## config.mk

```make
export PLATFORM = sky130hd
export DESIGN_NAME = edpq_top
export DESIGN_NICKNAME = d
export VERILOG_FILES = /design/src/edpq_pkg.sv /design/src/edpq_code_filter.sv /design/src/edpq_top.sv
export VERILOG_INCLUDE_DIRS = /design/src
export SDC_FILE = /design/constraint.sdc
export NUM_CORES = 1
export LEC_CHECK = 0
export BUFFER_PORTS_ARGS = -buffer_cell sky130_fd_sc_hd__buf_2
export CAP_MARGIN = 20
export CELL_PAD_IN_SITES_DETAIL_PLACEMENT = 0
export CELL_PAD_IN_SITES_GLOBAL_PLACEMENT = 2
export CORE_MARGIN = 5
export CORE_UTILIZATION = 39
export DETAILED_ROUTE_END_ITERATION = 6
export PLACE_DENSITY = 0.79
export SYNTH_ARGS = -nofsm -noshare
export SYNTH_HDL_FRONTEND = slang
export SYNTH_SLANG_ARGS = --single-unit
export TNS_END_PERCENT = 50
```

## constraint.sdc

```tcl
create_clock -name i_core_clk -period 2.1 [get_ports i_core_clk]
set_input_delay 0.21 -clock i_core_clk [delete_from_list [all_inputs] [get_ports i_core_clk]]
set_output_delay 0.21 -clock i_core_clk [all_outputs]
set_load 0.02 [all_outputs]
```

## src/edpq_params.svh

```systemverilog
// constants for the edge delay and pulse qualifier
`ifndef EDPQ_PARAMS_SVH
`define EDPQ_PARAMS_SVH
`define EDPQ_CODE_W        4
`define EDPQ_POL_BIT       3
`define EDPQ_CNT_W         22
`define EDPQ_START_TICKS   22'h0001F4
`define EDPQ_FILT_BASE     6
`define EDPQ_FILT_MULT     16
`define EDPQ_FILT_W        9
`define EDPQ_MASTER_MIN_NS 1000
`define EDPQ_CLK_NS        40
`define EDPQ_MIN_TICK_CYC  ((`EDPQ_MASTER_MIN_NS + `EDPQ_CLK_NS - 1) / `EDPQ_CLK_NS)
`endif

```

## src/edpq_pkg.sv

```systemverilog
// types for the edge delay and pulse qualifier
`default_nettype none
package edpq_pkg;
    typedef enum logic [1:0] {
        EDPQ_ST_START,
        EDPQ_ST_IDLE,
        EDPQ_ST_TIMING
    } edpq_state_t;
endpackage : edpq_pkg
`default_nettype wire

```

## src/edpq_code_filter.sv

```systemverilog
// ratio code settling filter: adopts a new code only once stable
`timescale 1ns/1ps
`default_nettype none
`include "edpq_params.svh"
module edpq_code_filter (
    // clock and reset
    input  wire logic                     i_core_clk,
    input  wire logic                     i_rst_n,
    // master tick and raw code
    input  wire logic                     i_tick,
    input  wire logic [`EDPQ_CODE_W-1:0]  i_code,
    // settled code
    output logic      [`EDPQ_CODE_W-1:0]  o_code
);
    logic [`EDPQ_CODE_W-1:0] cand;
    logic [`EDPQ_FILT_W-1:0] cnt;
    logic [`EDPQ_CODE_W-1:0] diff;
    logic [`EDPQ_FILT_W-1:0] need;

    assign diff = (cand > o_code) ? cand - o_code : o_code - cand;
    assign need = `EDPQ_FILT_W'(`EDPQ_FILT_MULT * (diff + `EDPQ_FILT_BASE));

    // any wobble restarts the wait, so no intermediate code is adopted
    always_ff @(posedge i_core_clk or negedge i_rst_n) begin
        if (!i_rst_n) begin
            cand <= '0;
            cnt  <= '0;
        end else if (i_code != cand) begin
            cand <= i_code;
            cnt  <= '0;
        end else if (i_tick && cand != o_code) begin
            cnt <= cnt + 1'b1;
        end else if (cand == o_code) begin
            cnt <= '0;
        end
    end

    always_ff @(posedge i_core_clk or negedge i_rst_n) begin
        if (!i_rst_n) begin
            o_code <= '0;
        end else if (i_code == cand && cand != o_code && i_tick && cnt + 1'b1 >= need) begin
            o_code <= cand;
        end
    end
endmodule : edpq_code_filter
`default_nettype wire

```

## src/edpq_top.sv

```systemverilog
// edge delay and pulse qualifier timer
// Functional notes
// - a 4-bit ratio code from the ratio-select input sets both polarity and divide ratio.
// - the ratio code msb is polarity_select.
// - single-edge variant delays rising edges at polarity 0 and falling edges at polarity 1.
// - dual-edge variant delays both edges and polarity 1 inverts the output.
// - the divider offers ratios 1, 8, 64, 512, 4096, 2^15, 2^18 and 2^21.
// - codes 0..7 rise from 1 to 2^21 and codes 8..15 mirror them down to 1.
// - the delay equals the ratio times one master period.
// - timing starts only on a delayed-type edge and a delayed edge moves the output only when timing expires.
// - the master period is never shorter than one microsecond.
// - while the programming current is too low the pending delayed edge is withheld.
// - single-edge: if the input reverts early the output holds and timing restarts at zero.
// - single-edge: the non-delayed edge passes at once and cancels timing.
// - after reset the output is low for 500 master periods, then copies the input.
// - a changed code is adopted after 16*(difference+6) master periods, never via other codes.
`timescale 1ns/1ps
`default_nettype none
`include "edpq_params.svh"
module edpq_top #(
    parameter bit DUAL_EDGE = 1'b0
) (
    // clock and reset
    input  wire logic                    i_core_clk,
    input  wire logic                    i_rst_n,
    // master oscillator tick and programming current status
    input  wire logic                    i_master_tick,
    input  wire logic                    i_set_current_ok,
    // configuration
    input  wire logic [`EDPQ_CODE_W-1:0] i_ratio_code,
    // logic input and output
    input  wire logic                    i_sig,
    output logic                         o_sig,
    // status
    output logic                         o_polarity_select,
    output logic                         o_busy
);
    logic                    rst_meta;
    logic                    rst_n;
    logic [`EDPQ_CODE_W-1:0] ratio_code;
    logic                    polarity_select;
    logic [`EDPQ_CNT_W-1:0]  target;
    logic [`EDPQ_CNT_W-1:0]  cnt;
    logic [2:0]              ratio_idx;
    logic                    tick;
    logic [7:0]              tick_gap;
    logic                    view;
    logic                    expired;
    edpq_pkg::edpq_state_t   state;

    always_ff @(posedge i_core_clk or negedge i_rst_n) begin
        if (!i_rst_n) begin
            rst_meta <= 1'b0;
            rst_n    <= 1'b0;
        end else begin
            rst_meta <= 1'b1;
            rst_n    <= rst_meta;
        end
    end

    // ticks closer than the minimum master period are dropped
    always_ff @(posedge i_core_clk or negedge rst_n) begin
        if (!rst_n) begin
            tick_gap <= '0;
        end else if (tick) begin
            tick_gap <= 8'h01;
        end else if (tick_gap != 8'hFF) begin
            tick_gap <= tick_gap + 8'h01;
        end
    end
    assign tick = i_master_tick && (tick_gap == 8'h00 || tick_gap >= 8'(`EDPQ_MIN_TICK_CYC));

    edpq_code_filter u_filter (
        .i_core_clk (i_core_clk),
        .i_rst_n    (rst_n),
        .i_tick     (tick),
        .i_code     (i_ratio_code),
        .o_code     (ratio_code)
    );

    assign polarity_select = ratio_code[`EDPQ_POL_BIT];
    // mirrored ladder: codes 8..15 count down the same ratios
    assign ratio_idx = polarity_select ? ~ratio_code[2:0] : ratio_code[2:0];
    assign target = `EDPQ_CNT_W'(1) << (3 * ratio_idx);

    // the level the output would show for the current input
    assign view = (DUAL_EDGE && polarity_select) ? ~i_sig : i_sig;
    assign expired = tick && (cnt + 1'b1 >= target);

    always_ff @(posedge i_core_clk or negedge rst_n) begin
        if (!rst_n) begin
            state <= edpq_pkg::EDPQ_ST_START;
        end else begin
            unique case (state)
                edpq_pkg::EDPQ_ST_START: begin
                    if (tick && cnt + 1'b1 >= `EDPQ_START_TICKS) begin
                        state <= edpq_pkg::EDPQ_ST_IDLE;
                    end
                end
                edpq_pkg::EDPQ_ST_IDLE: begin
                    if (view != o_sig && (DUAL_EDGE || view != polarity_select)) begin
                        state <= edpq_pkg::EDPQ_ST_TIMING;
                    end
                end
                edpq_pkg::EDPQ_ST_TIMING: begin
                    if (view == o_sig) begin
                        state <= edpq_pkg::EDPQ_ST_IDLE;
                    end else if (expired && i_set_current_ok) begin
                        state <= edpq_pkg::EDPQ_ST_IDLE;
                    end
                end
            endcase
        end
    end

    always_ff @(posedge i_core_clk or negedge rst_n) begin
        if (!rst_n) begin
            cnt <= '0;
        end else if (state == edpq_pkg::EDPQ_ST_START) begin
            cnt <= (tick && cnt + 1'b1 >= `EDPQ_START_TICKS) ? '0 : cnt + `EDPQ_CNT_W'(tick);
        end else if (state != edpq_pkg::EDPQ_ST_TIMING || view == o_sig) begin
            cnt <= '0;
        end else if (tick && cnt + 1'b1 < target) begin
            cnt <= cnt + 1'b1;
        end
    end

    always_ff @(posedge i_core_clk or negedge rst_n) begin
        if (!rst_n) begin
            o_sig <= 1'b0;
        end else if (state == edpq_pkg::EDPQ_ST_START) begin
            if (tick && cnt + 1'b1 >= `EDPQ_START_TICKS) begin
                o_sig <= view;
            end
        end else if (!DUAL_EDGE && view != o_sig && view == polarity_select) begin
            o_sig <= view;
        end else if (state == edpq_pkg::EDPQ_ST_TIMING && view != o_sig && expired && i_set_current_ok) begin
            o_sig <= view;
        end
    end

    always_ff @(posedge i_core_clk or negedge rst_n) begin
        if (!rst_n) begin
            o_polarity_select <= 1'b0;
            o_busy            <= 1'b0;
        end else begin
            o_polarity_select <= polarity_select;
            o_busy            <= (state == edpq_pkg::EDPQ_ST_TIMING);
        end
    end

    property p_start_low;
        @(posedge i_core_clk) disable iff (!rst_n)
        state == edpq_pkg::EDPQ_ST_START |-> !o_sig;
    endproperty
    a_start_low: assert property (p_start_low) else $error("output not low during start");

    property p_no_early_move;
        @(posedge i_core_clk) disable iff (!rst_n)
        (state == edpq_pkg::EDPQ_ST_TIMING && !expired && view != o_sig
            && (DUAL_EDGE || view != polarity_select)) |=> $stable(o_sig);
    endproperty
    a_no_early_move: assert property (p_no_early_move) else $error("output moved before delay");

    property p_withheld;
        @(posedge i_core_clk) disable iff (!rst_n)
        (state == edpq_pkg::EDPQ_ST_TIMING && !i_set_current_ok && view != o_sig) |=> $stable(o_sig);
    endproperty
    a_withheld: assert property (p_withheld) else $error("edge released with low current");

    property p_fast_edge;
        @(posedge i_core_clk) disable iff (!rst_n)
        (!DUAL_EDGE && state != edpq_pkg::EDPQ_ST_START && view == polarity_select && view != o_sig)
            |=> o_sig == $past(view);
    endproperty
    a_fast_edge: assert property (p_fast_edge) else $error("undelayed edge not passed");

    property p_cancel_clear;
        @(posedge i_core_clk) disable iff (!rst_n)
        (state == edpq_pkg::EDPQ_ST_TIMING && view == o_sig) |=> cnt == '0;
    endproperty
    a_cancel_clear: assert property (p_cancel_clear) else $error("counter not cleared on cancel");

    property p_target_mirror;
        @(posedge i_core_clk) disable iff (!rst_n)
        target == (`EDPQ_CNT_W'(1) << (3 * (ratio_code[`EDPQ_POL_BIT] ? 3'(15 - ratio_code) : ratio_code[2:0])));
    endproperty
    a_target_mirror: assert property (p_target_mirror) else $error("ratio ladder wrong");

    property p_pol_out;
        @(posedge i_core_clk) disable iff (!rst_n)
        1'b1 |=> o_polarity_select == $past(ratio_code[`EDPQ_POL_BIT]);
    endproperty
    a_pol_out: assert property (p_pol_out) else $error("polarity output wrong");

    // a code adopted mid-delay may shrink the target below the count; that delay then ends on the next tick
    property p_cnt_bound;
        @(posedge i_core_clk) disable iff (!rst_n)
        (state == edpq_pkg::EDPQ_ST_TIMING && cnt < target) |=> (cnt < target || $changed(ratio_code));
    endproperty
    a_cnt_bound: assert property (p_cnt_bound) else $error("counter past target");
endmodule : edpq_top
`default_nettype wire

```

==> impl_metrics.ini, run 1 <==
[run_status]
run_status = complete, but fails checks
violated_checks = negative setup slack

[timing]
slew_headroom = 0.577
setup_viol_count_final = 29
grt_setup_unrepaired = yes
finalWorstPathRequiredPeriod_ns = 3.38
layout_worst_path_cycle_share = 1.61
timing_max_transition_violations_final = 0
timing.setup.tns_ns = -33.50
worstMarginPinSlew_ns = 0.634
setup_slack_ns = -1.28
fmax_mhz = 296
hold_violations = 0
final.hold.worst_slack_ns = 0.0247
fin_skew_ns = 0.00567

[synthesis]
synth_sequential_area_ratio = 0.290
post_synth_inst_count = 566
syn_area_um2 = 4650
ys_seq_elements = 54
ys.warnings.count = 0
synth_largest_type_area_fraction = 0.290
synthDistinctLibCells = 66
synth_top_area_cell = dfrtp_1
synth_async_sr_flop_share = 1.00
ys_dominant_reg_cell = dfrtp_1
synthTopCellsByArea = dfrtp_1 29%, ha_1 7.8%, xor2_1 4.7%, nor2_1 4.4%, a21oi_1 4.0%
synth.cells.most_frequent = 54 x dfrtp_1, 54 x nor2_1, 49 x nand2_1
synthesis.area_per_instance_um2 = 8.22
nets_in_the_synthesized_netlist = 606
synth_edf_count = 0

[place]
dpl.hpwl_mm = 10.7
number_of_port_buffers = 11
post_dp_cell_area_um2 = 6020
placed_cells = 848
gp_congestion = 0.872

[die]
boundaryPins = 12
floorplan.die.width_um = 119
fp.dieArea_um2 = 14200
core.rowCount = 39
start_util = 0.402
area_of_the_core_um2 = 11600
die_height_um = 119

[pwr]
seq_power_share = 0.310
pwr-share-comb = 0.465
cell_internal_pwr_w = 0.00253
clockPowerShare = 0.225
switching_power_w = 0.00154
switching_share = 0.378
total_power_divided_by_cell_area_nw_per_um2 = 617
irDropWorstVdd_mv = 0.576
finalPower_w = 0.00407
static-leakage-power_nw = 3.10

[layout]
n_antenna_cell = 0
nets = 764
finish.cell_count_without_fillers = 868
final_design_area_no_fill_um2 = 6600
synthToLayoutAreaGrowth_pct = 41.8
drive_above_1_share = 0.361

[drt]
wire_length_per_cell_um = 16.2
post-route-drc-count = 0
num_vias = 4860
first_pass_iters = 5
post_drt_via_cell_ratio = 5.60
antenna_violating_nets_post_route = 0
routed_wirelength_mm = 14.1
drt_iter0_drc = 320

[worst_setup_path]
path_cells = buf_4 > inv_1 > ha_1 > nand4_1 > o21a_1 > buf_4 > mux2_2 > inv_1 > ha_1 > ha_1 > a21o_1 > a21oi_1 > buf_4 > mux2_4 > o311ai_4
critical_path_arrival_ns = 3.60
critPathKind = reg2reg
timing.critical_path.required_ns = 2.32
slowest_delay_ns = 0.41
cpMaxStageDelayCell = dfrtp_1
kind_of_end_point_of_the_critical_path = register
worstPathMaxFanout = 5
start_kind = register

[hold_path]
hp-class = in2reg

[clocking]
htree_num_levels = 2
cts_inserted_buffers = 5
cts_max_path_buffers = 2
clock_sink_count = 54
root_buffer = clkbuf_16
cts_tree = yes
clk-insertion-delay-late_ns = 0.31
clkSlewWorstSetupHoldPaths_ns = 0.08

[global_routing]
grt_max_degree = 30
overflow = 0
grt_usage = 0.205
grt_pass1_wl_mm = 24.0
grt_pass1_vias = 4818
number_of_antenna_violations_at_the_first_check_in_global_routing = 0

[run]
maxCapViolCount = 0
## worst max-delay path: cells and delay by family (launching register included)
family / cells / cell delay, ns
flip-flops: 1 / 0.41
buffers and inverters: 5 / 0.70
AND/OR/NAND/NOR: 1 / 0.13
AO/OA/AOI/OAI: 4 / 0.58
adder cells (fa/ha/maj): 3 / 0.80
multiplexers: 2 / 0.67
## final cells by class
cell class	count	area, um^2
fill	1043	4970
multi-input combinational	450	3340
timing repair buffer	190	1480
sequential	54	1360
tap	143	179
clock buffer	5	125
inverter	23	86.3
clock inverter	3	28.8
## what timing repair did
action | 4_1_cts | 5_1_grt
setup buffers | 5 | 6
cloned | 0 | 0
pin swaps | 29 | 20
gates resized for setup | 45 | 30
hold buffers | 1 | 0
hold endpoints to repair | 2 | 0
setup endpoints to repair | 30 | 38
## state kept, by name, indices dropped and copies added, names as in the netlist
name and cells:
u_filter.o_code 4, state 2, o_busy 1, tick_gap 8, u_filter.cand 4, o_polarity_select 1, rst_n 1, cnt 22
u_filter.cnt 9, o_sig 1, rst_meta 1
## stage by stage
stage | util | setup WS [ns]
4_1_cts | 0.553 | -1.27
6_report | 0.570 | -1.28
3_3_place_gp | 0.520 | -1.22
3_5_place_dp | 0.520 | -1.37
5_1_grt | 0.570 | -1.45
2_1_floorplan | - | -1.42
## path summary, 6_finish.rpt
| check | startpoint | to | slack, ns | cells past startpoint |
|---|---|---|---|---|
| min | i_ratio_code[3] | u_filter.cand[3] | 0.02 | 1 |
| max in group asynchronous | rst_n | cnt[21] | 1.22 | 1 |
| max reg2reg | u_filter.o_code[0] | u_filter.o_code[0] | -1.28 | 15 |
| min reg2reg | rst_n | tick_gap[5] | 0.30 | 0 |
| max | u_filter.o_code[0] | u_filter.o_code[0] | -1.28 | 15 |
| min in group asynchronous | i_rst_n | rst_n | 0.21 | 2 |
## cells in the final DEF (no fill, tap or decap), types with 9 or more instances in the layout
master / count
buf_4: 166
nor2_1: 54
dfrtp_1: 51
nand2_1: 49
a21oi_1: 34
nand3_1: 26
xor2_1: 25
ha_1: 25
inv_1: 21
nand4_1: 15
xnor2_1: 12
a31oi_1: 12
buf_2: 11
and2_1: 9
and3_1: 9
a21o_1: 9
nand2b_1: 9
nor3_1: 9
## routing by layer
metal	track usage	vias to the layer above	wire length (um)
li1	-	2394	-
met1	0.288	2376	6660
met2	0.336	79	6800
met3	0.0289	11	479
met4	0.0427	0	131
met5	0	-	0
## power by group through the flow
stage / clock, W / sequential [W] / combinational [W]
final: 0.000914 / 0.00126 / 0.00190
after global routing: 0.000989 / 0.00128 / 0.00209
after CTS: 0.000948 / 0.00126 / 0.00182
after detailed placement: 0 / 0.00127 / 0.00173
after global placement: 0 / 0.00127 / 0.00170
after floorplan: 0 / 0.00133 / 0.00112
## kinds of logic after synthesis
kind of cell / count (synthesis) / share of synthesized area
other: 1 / 0.000806
adder cells (fa/ha/maj): 32 / 0.0887
flip-flops: 54 / 0.290
XOR/XNOR: 39 / 0.0734
AO/OA/AOI/OAI: 138 / 0.211
buffers and inverters: 62 / 0.0565
multiplexers: 9 / 0.0207
AND/OR/NAND/NOR: 231 / 0.259
Note: power is estimated with default switching activity, not from simulation.
==> inputs of run 2 (changes only) <==
--- a/config.mk
+++ b/config.mk
@@ -11,10 +11,11 @@
 export CELL_PAD_IN_SITES_DETAIL_PLACEMENT = 0
 export CELL_PAD_IN_SITES_GLOBAL_PLACEMENT = 2
 export CORE_MARGIN = 5
-export CORE_UTILIZATION = 39
+export CORE_UTILIZATION = 40
 export DETAILED_ROUTE_END_ITERATION = 6
-export PLACE_DENSITY = 0.79
+export PLACE_DENSITY_LB_ADDON = 0.1
 export SYNTH_ARGS = -nofsm -noshare
 export SYNTH_HDL_FRONTEND = slang
+export SYNTH_HIERARCHICAL = 1
 export SYNTH_SLANG_ARGS = --single-unit
 export TNS_END_PERCENT = 50
==> run 2 against run 1 <==
  * The run still ends with negative setup slack left
  * Largest power group unchanged
  * Register-to-register slack worse by 0.10 ns
  * Area after synthesis is 2.2% higher
  * Design area is 2.8% higher
  * Synthesized cell count is 1.6% lower
  * Critical endpoint is now cnt[14]
  * Setup slack worse by 0.10 ns
  * Clock power is 7.8% higher
  * Sequential share of layout area is 0.56 points lower
  * Power is 10% higher
  * First-iteration DRC count is 21% lower
  * Non-clock buffer count is 6 lower
  * Via count is 0.70% higher
==> impl_metrics.ini, run 2 <==
[drt]
wire_length_per_cell_um = 18.1
post_drt_via_cell_ratio = 5.72
post-route-drc-count = 0
wl_met3_um = 709
first_pass_iters = 5
met2_length_mm = 7.65
route.top_layer_used = met4
drt_iter0_drc = 254
num_vias = 4894
antenna_violating_nets_post_route = 0
routed_wirelength_mm = 15.4
wirelength_met1_mm = 6.79

[worst_setup_path]
path_cells = nand3_2 > or4_4 > nor4_4 > xor2_1 > ha_1 > nand2_1 > or3b_4 > nor4_4 > nand3_4 > nand3_4 > buf_12 > nor4_1 > o32a_1
worstPathMaxFanout = 5
timing.critical_path.required_ns = 2.28
slowest_delay_ns = 0.55
kind_of_end_point_of_the_critical_path = register
start_kind = register
critical_path_arrival_ns = 3.66
critPathKind = reg2reg
cpMaxStageDelayCell = or4_4

[global_routing]
grt_pass1_vias = 4925
overflow = 0
grt_max_degree = 36
grt_usage = 0.215
number_of_antenna_violations_at_the_first_check_in_global_routing = 0
grt_pass1_wl_mm = 24.7

[synthesis]
synthTopCellsByArea = dfrtp_1 28%, ha_1 7.6%, xor2_1 5.3%, nand2_1 4.4%, nor2_1 4.3%
synth_edf_count = 0
synth.cells.most_frequent = 56 x nand2_1, 54 x dfrtp_1, 54 x nor2_1
synth_sequential_area_ratio = 0.284
synth_top_area_cell = dfrtp_1
synthDistinctLibCells = 80
ys.warnings.count = 6
ys_dominant_reg_cell = dfrtp_1
post_synth_inst_count = 557
synthesis.area_per_instance_um2 = 8.53
ys_seq_elements = 54
syn_area_um2 = 4750
synth_largest_type_area_fraction = 0.284
nets_in_the_synthesized_netlist = 597
synth_async_sr_flop_share = 1.00
synthMostInstantiatedCell = nand2_1

[clocking]
clkSlewWorstSetupHoldPaths_ns = 0.08
cts_max_path_buffers = 2
cts_inserted_buffers = 5
root_buffer = clkbuf_16
cts_tree = yes
htree_num_levels = 2
clk-insertion-delay-late_ns = 0.31
clock_sink_count = 54

[layout]
final_core_util = 0.589
nets = 751
nFillCells = 1039
drive_above_1_share = 0.386
mostFrequentLayoutCell = buf_4
largestRegisters = cnt: 22 flops, u_filter/cnt: 9 flops, tick_gap: 8 flops
layout.cells.most_common_list = 158 x buf_4, 53 x nor2_1, 51 x nand2_1, 51 x dfrtp_1, 29 x xor2_1
largest_register = cnt
n_antenna_cell = 0
synthToLayoutAreaGrowth_pct = 42.7
max_reg_flops = 22
final_design_area_no_fill_um2 = 6780

[timing]
setup_slack_ns = -1.38
fmax_mhz = 288
fin_skew_ns = 0.00986
worstMarginPinSlew_ns = 0.646
finalWorstPathRequiredPeriod_ns = 3.48
timing.setup.tns_ns = -37.63
grt_setup_unrepaired = yes
final.hold.worst_slack_ns = 0.0286
hold_violations = 0
timing_max_transition_violations_final = 0
layout_worst_path_cycle_share = 1.66
setup_viol_count_final = 29
slew_headroom = 0.568

[pwr]
total_power_divided_by_cell_area_nw_per_um2 = 663
irDropWorstVdd_mv = 0.590
static-leakage-power_nw = 3.13

[place]
number_of_port_buffers = 11
place_ws_ns = -1.45
gp_congestion = 0.926
dpl.hpwl_mm = 11.3
post_dp_cell_area_um2 = 6120

[run_status]
violated_checks = negative setup slack
run_status = complete, but fails checks

[die]
core.rowCount = 39
start_util = 0.413
fp.dieArea_um2 = 14200
boundaryPins = 12
area_of_the_core_um2 = 11500
die_height_um = 119
floorplan.die.width_um = 119

[run]
maxCapViolCount = 0

[hold_path]
hp-class = in2reg
==> run 2: cell types whose count changed in the layout (fill, tap and decap cells not counted), moves of 7 or more <==
cell      before  now
a21oi_1       34   14
inv_1         21   11
a221oi_2       7    0
o21ai_0        8   16
nand3_1       26   13
buf_4        166  158
==> run 2: cells by family after synthesis <==
logic type      synth area share
compound gates             0.189
xor+xnor                  0.0792
fa+ha+maj                 0.0848
buf+inv                   0.0534
flops                      0.284
mux                       0.0408
other cells             0.000789
simple gates               0.267
==> run 2: cell type report <==
cell class / count / area (um^2) / share of cell area
Multi-Input combinational cell: 451 / 3560 / 0.525
Timing Repair Buffer: 184 / 1470 / 0.216
Sequential cell: 54 / 1360 / 0.200
Tap cell: 143 / 179 / 0.0264
Clock buffer: 6 / 129 / 0.0190
Inverter: 15 / 56.3 / 0.00830
Clock inverter: 2 / 37.5 / 0.00553
==> run 2: path summary, 6_finish.rpt <==
path,from,to,slack [ns],cells past startpoint
min in group asynchronous,i_rst_n,rst_n,0.22,2
max in group asynchronous,rst_n,cnt[7],1.28,1
worst max-delay path,cnt[1],cnt[14],-1.38,13
worst min-delay path,i_ratio_code[0],u_filter/cand[0],0.03,1
worst min register to register,rst_n,cnt[16],0.23,0
worst max register to register,cnt[1],cnt[14],-1.38,13
==> run 2: report_power, final <==
| group | switching (W) | internal [W] | total [W] |
|---|---|---|---|
| Combinational | 0.00119 | 0.00104 | 0.00223 |
| Clock | 0.000420 | 0.000565 | 0.000985 |
| Sequential | 0.000111 | 0.00117 | 0.00128 |
| Total | 0.00172 | 0.00277 | 0.00450 |
==> run 2: per-stage QoR <==
step | total power [W] | std cells
global placement | 0.00307 | 834
finish | 0.00450 | 855
detailed placement | 0.00311 | 834
CTS | 0.00416 | 846
floorplan | 0.00234 | 557
global route | 0.00476 | 855
==> run 2: routing by layer <==
metal,vias up,global-route usage
met5,-,0
met4,0,0.0615
met3,25,0.0294
met2,133,0.381
met1,2384,0.274
li1,2352,-
==> run 2: what timing repair did <==
| action | in CTS | in global routing |
|---|---|---|
| pin swaps | 17 | 36 |
| gates resized for setup | 24 | 56 |
| gates cloned | 0 | 4 |
| setup buffers | 4 | 5 |
| hold buffers | 1 | 0 |
| hold endpoints to repair | 2 | 0 |
| endpoints found under the setup margin | 35 | 37 |
==> run 2: worst max-delay path: cells and delay by family (launching register included) <==
kind | cells | cell delay (ns)
AOI/OAI and AO/OA | 1 | 0.29
adders and majority gates | 1 | 0.34
DFF | 1 | 0.43
xor gates and xnor gates | 1 | 0.12
buffers and inverters | 1 | 0.14
and+or+nand+nor | 9 | 2.00
==> inputs of run 3 (changes only) <==
--- a/config.mk
+++ b/config.mk
@@ -9,9 +9,9 @@
 export BUFFER_PORTS_ARGS = -buffer_cell sky130_fd_sc_hd__buf_2
 export CAP_MARGIN = 20
 export CELL_PAD_IN_SITES_DETAIL_PLACEMENT = 0
-export CELL_PAD_IN_SITES_GLOBAL_PLACEMENT = 2
+export CELL_PAD_IN_SITES_GLOBAL_PLACEMENT = 1
 export CORE_MARGIN = 5
-export CORE_UTILIZATION = 40
+export CORE_UTILIZATION = 45
 export DETAILED_ROUTE_END_ITERATION = 6
 export PLACE_DENSITY_LB_ADDON = 0.1
 export SYNTH_ARGS = -nofsm -noshare
==> run 3 against run 2 <==
  * The flow still finishes with violations (negative setup slack)
  * Clock skew increased by 0.0032 ns
  * Design area decreased by 0.42%
  * Flip-flop and latch count unchanged
  * Cell count increased by 0.47%
  * Register-to-register slack improved by 0.02 ns
  * Critical path type unchanged
  * Critical path depth increased by 2
  * Maximum frequency increased by 0.65%
  * Critical endpoint is now cnt[4]
  * Power decreased by 12%
  * Die area decreased by 10%
  * Combinational power decreased by 7%
==> impl_metrics.ini, run 3 (synthesis gave the netlist of run 2 again) <==
[run_status]
run_status = complete, but fails checks
violated_checks = negative setup slack

[drt]
num_vias = 4954
met2_length_mm = 7.58
wire_length_per_cell_um = 18.1
routed_wirelength_mm = 15.5
post-route-drc-count = 0
post_drt_via_cell_ratio = 5.77
first_pass_iters = 5
antenna_violating_nets_post_route = 0
wirelength_met1_mm = 6.68
route.top_layer_used = met4
drt_iter0_drc = 420
wl_met3_um = 726

[place]
post_dp_cell_area_um2 = 6120
dpl.hpwl_mm = 11.3
place_ws_ns = -1.41
number_of_port_buffers = 11
placed_cells = 833
gp_congestion = 0.890

[layout]
max_reg_flops = 22
mostFrequentLayoutCell = buf_4
nets = 763
n_antenna_cell = 0
layout.cells.most_common_list = 173 x buf_4, 53 x nand2_1, 52 x nor2_1, 52 x dfrtp_1, 29 x xor2_1
finish.cell_count_without_fillers = 859
synthToLayoutAreaGrowth_pct = 42.1
final_core_util = 0.654
largest_register = cnt
final_design_area_no_fill_um2 = 6750
drive_above_1_share = 0.401
largestRegisters = cnt: 22 flops, u_filter/cnt: 9 flops, tick_gap: 8 flops

[worst_setup_path]
worst-r2r-cell-count = 15
slowest_delay_ns = 0.43
kind_of_end_point_of_the_critical_path = register
worstPathMaxFanout = 9
critPathKind = reg2reg
path_cells = buf_4 > nand2_1 > nor4_4 > nand3_2 > xnor2_2 > ha_1 > nand2_2 > or3b_4 > nor4_4 > buf_4 > nand3_4 > buf_6 > a41oi_4 > nor2_1 > a21oi_1
cp_num_cells = 15
cp.buffers_inverters = 3
critical_path_arrival_ns = 3.71
timing.reg2reg.setup_slack_ns = -1.36
start_kind = register
cpMaxStageDelayCell = dfrtp_1
worst_path_dominant_cell_family = simple AND/OR/NAND/NOR gates
timing.critical_path.required_ns = 2.35

[timing]
finalWorstPathRequiredPeriod_ns = 3.46
slew_headroom = 0.620
fmax_mhz = 289
hold_violations = 0
setup_slack_ns = -1.36
timing_max_transition_violations_final = 0
grt_setup_unrepaired = yes
worstMarginPinSlew_ns = 0.570
layout_worst_path_cycle_share = 1.65
fin_skew_ns = 0.0130
setup_viol_count_final = 30

[global_routing]
grt_pass1_wl_mm = 24.3
grt_pass1_vias = 4901
grt_max_degree = 26
overflow = 0
number_of_antenna_violations_at_the_first_check_in_global_routing = 0
grt_usage = 0.236

[die]
die_height_um = 113
core.rowCount = 37
start_util = 0.460
boundaryPins = 12
area_of_the_core_um2 = 10300
floorplan.die.width_um = 113
fp.dieArea_um2 = 12700

[clocking]
htree_num_levels = 2
cts_max_path_buffers = 2
root_buffer = clkbuf_8
clkSlewWorstSetupHoldPaths_ns = 0.11
cts_inserted_buffers = 5
clk-insertion-delay-late_ns = 0.32
cts_tree = yes
clock_sink_count = 54

[pwr]
seq_power_share = 0.318
switching_share = 0.407
total_power_divided_by_cell_area_nw_per_um2 = 588
irDropWorstVdd_mv = 0.455
cell_internal_pwr_w = 0.00235
static-leakage-power_nw = 3.16
clockPowerShare = 0.157
pwr-share-comb = 0.525
switching_power_w = 0.00162

[hold_path]
hp-class = in2reg
worstHoldPathCells = 1

[run]
maxCapViolCount = 0
run 3: power by group through the flow:
stage / Clock (W) / Sequential, W / Combinational [W]
final: 0.000622 / 0.00126 / 0.00208
after global routing: 0.000675 / 0.00128 / 0.00226
after CTS: 0.000640 / 0.00126 / 0.00191
after detailed placement: 0 / 0.00127 / 0.00174
after global placement: 0 / 0.00127 / 0.00170
after floorplan: 0 / 0.00134 / 0.00101
run 3: final timing paths:
| check | startpoint | end |
|---|---|---|
| worst max-delay path | cnt[8] | cnt[4] |
| worst min-delay path | i_ratio_code[1] | u_filter/cand[1] |
| worst max register to register | cnt[8] | cnt[4] |
| worst min register to register | rst_n | cnt[1] |
| max in group asynchronous | rst_n | o_sig |
| min in group asynchronous | i_rst_n | rst_n |
run 3: repair_timing:
item                                   4_1_cts  5_1_grt
pin swaps                                   22       28
buffers inserted                            11        6
setup endpoints to repair                   31       37
endpoints found under the hold margin        2        0
resized for setup                           34       45
hold buffers                                 1        0
gates cloned                                 0        2
run 3: layout make-up:
cell class / instances / area (um^2)
timing repair buffer: 197 / 1510
clock buffer: 5 / 68.8
inverter: 15 / 56.3
tap: 136 / 170
sequential: 54 / 1350
multi-input combinational: 450 / 3580
fill: 912 / 3570
clock inverter: 2 / 13.8
run 3: per-layer routing:
layer,vias to the layer above,track usage
met3,56,0.0369
met5,-,0
met1,2360,0.295
li1,2373,-
met4,0,0.0897
met2,165,0.409
run 3: worst reg2reg max path, stage by stage, from the launching register on:
cell	delay (ns)
dfrtp_1	0.43
buf_4	0.20
nand2_1	0.11
nor4_4	0.40
nand3_2	0.15
xnor2_2	0.16
ha_1	0.32
nand2_2	0.06
or3b_4	0.39
nor4_4	0.19
buf_4	0.17
nand3_4	0.13
buf_6	0.16
a41oi_4	0.24
nor2_1	0.09
a21oi_1	0.18
run 3: through the flow:
| step | hold WS [ns] | total power, W | setup TNS (ns) |
|---|---|---|---|
| CTS | 0.0232 | 0.00381 | -33.71 |
| global route | 0.0188 | 0.00421 | -41.75 |
| detailed placement | -0.00134 | 0.00302 | -37.39 |
| finish | 0.0270 | 0.00397 | -37.24 |
| global placement | -0.00350 | 0.00297 | -36.06 |
| floorplan | -0.0856 | 0.00234 | -33.17 |
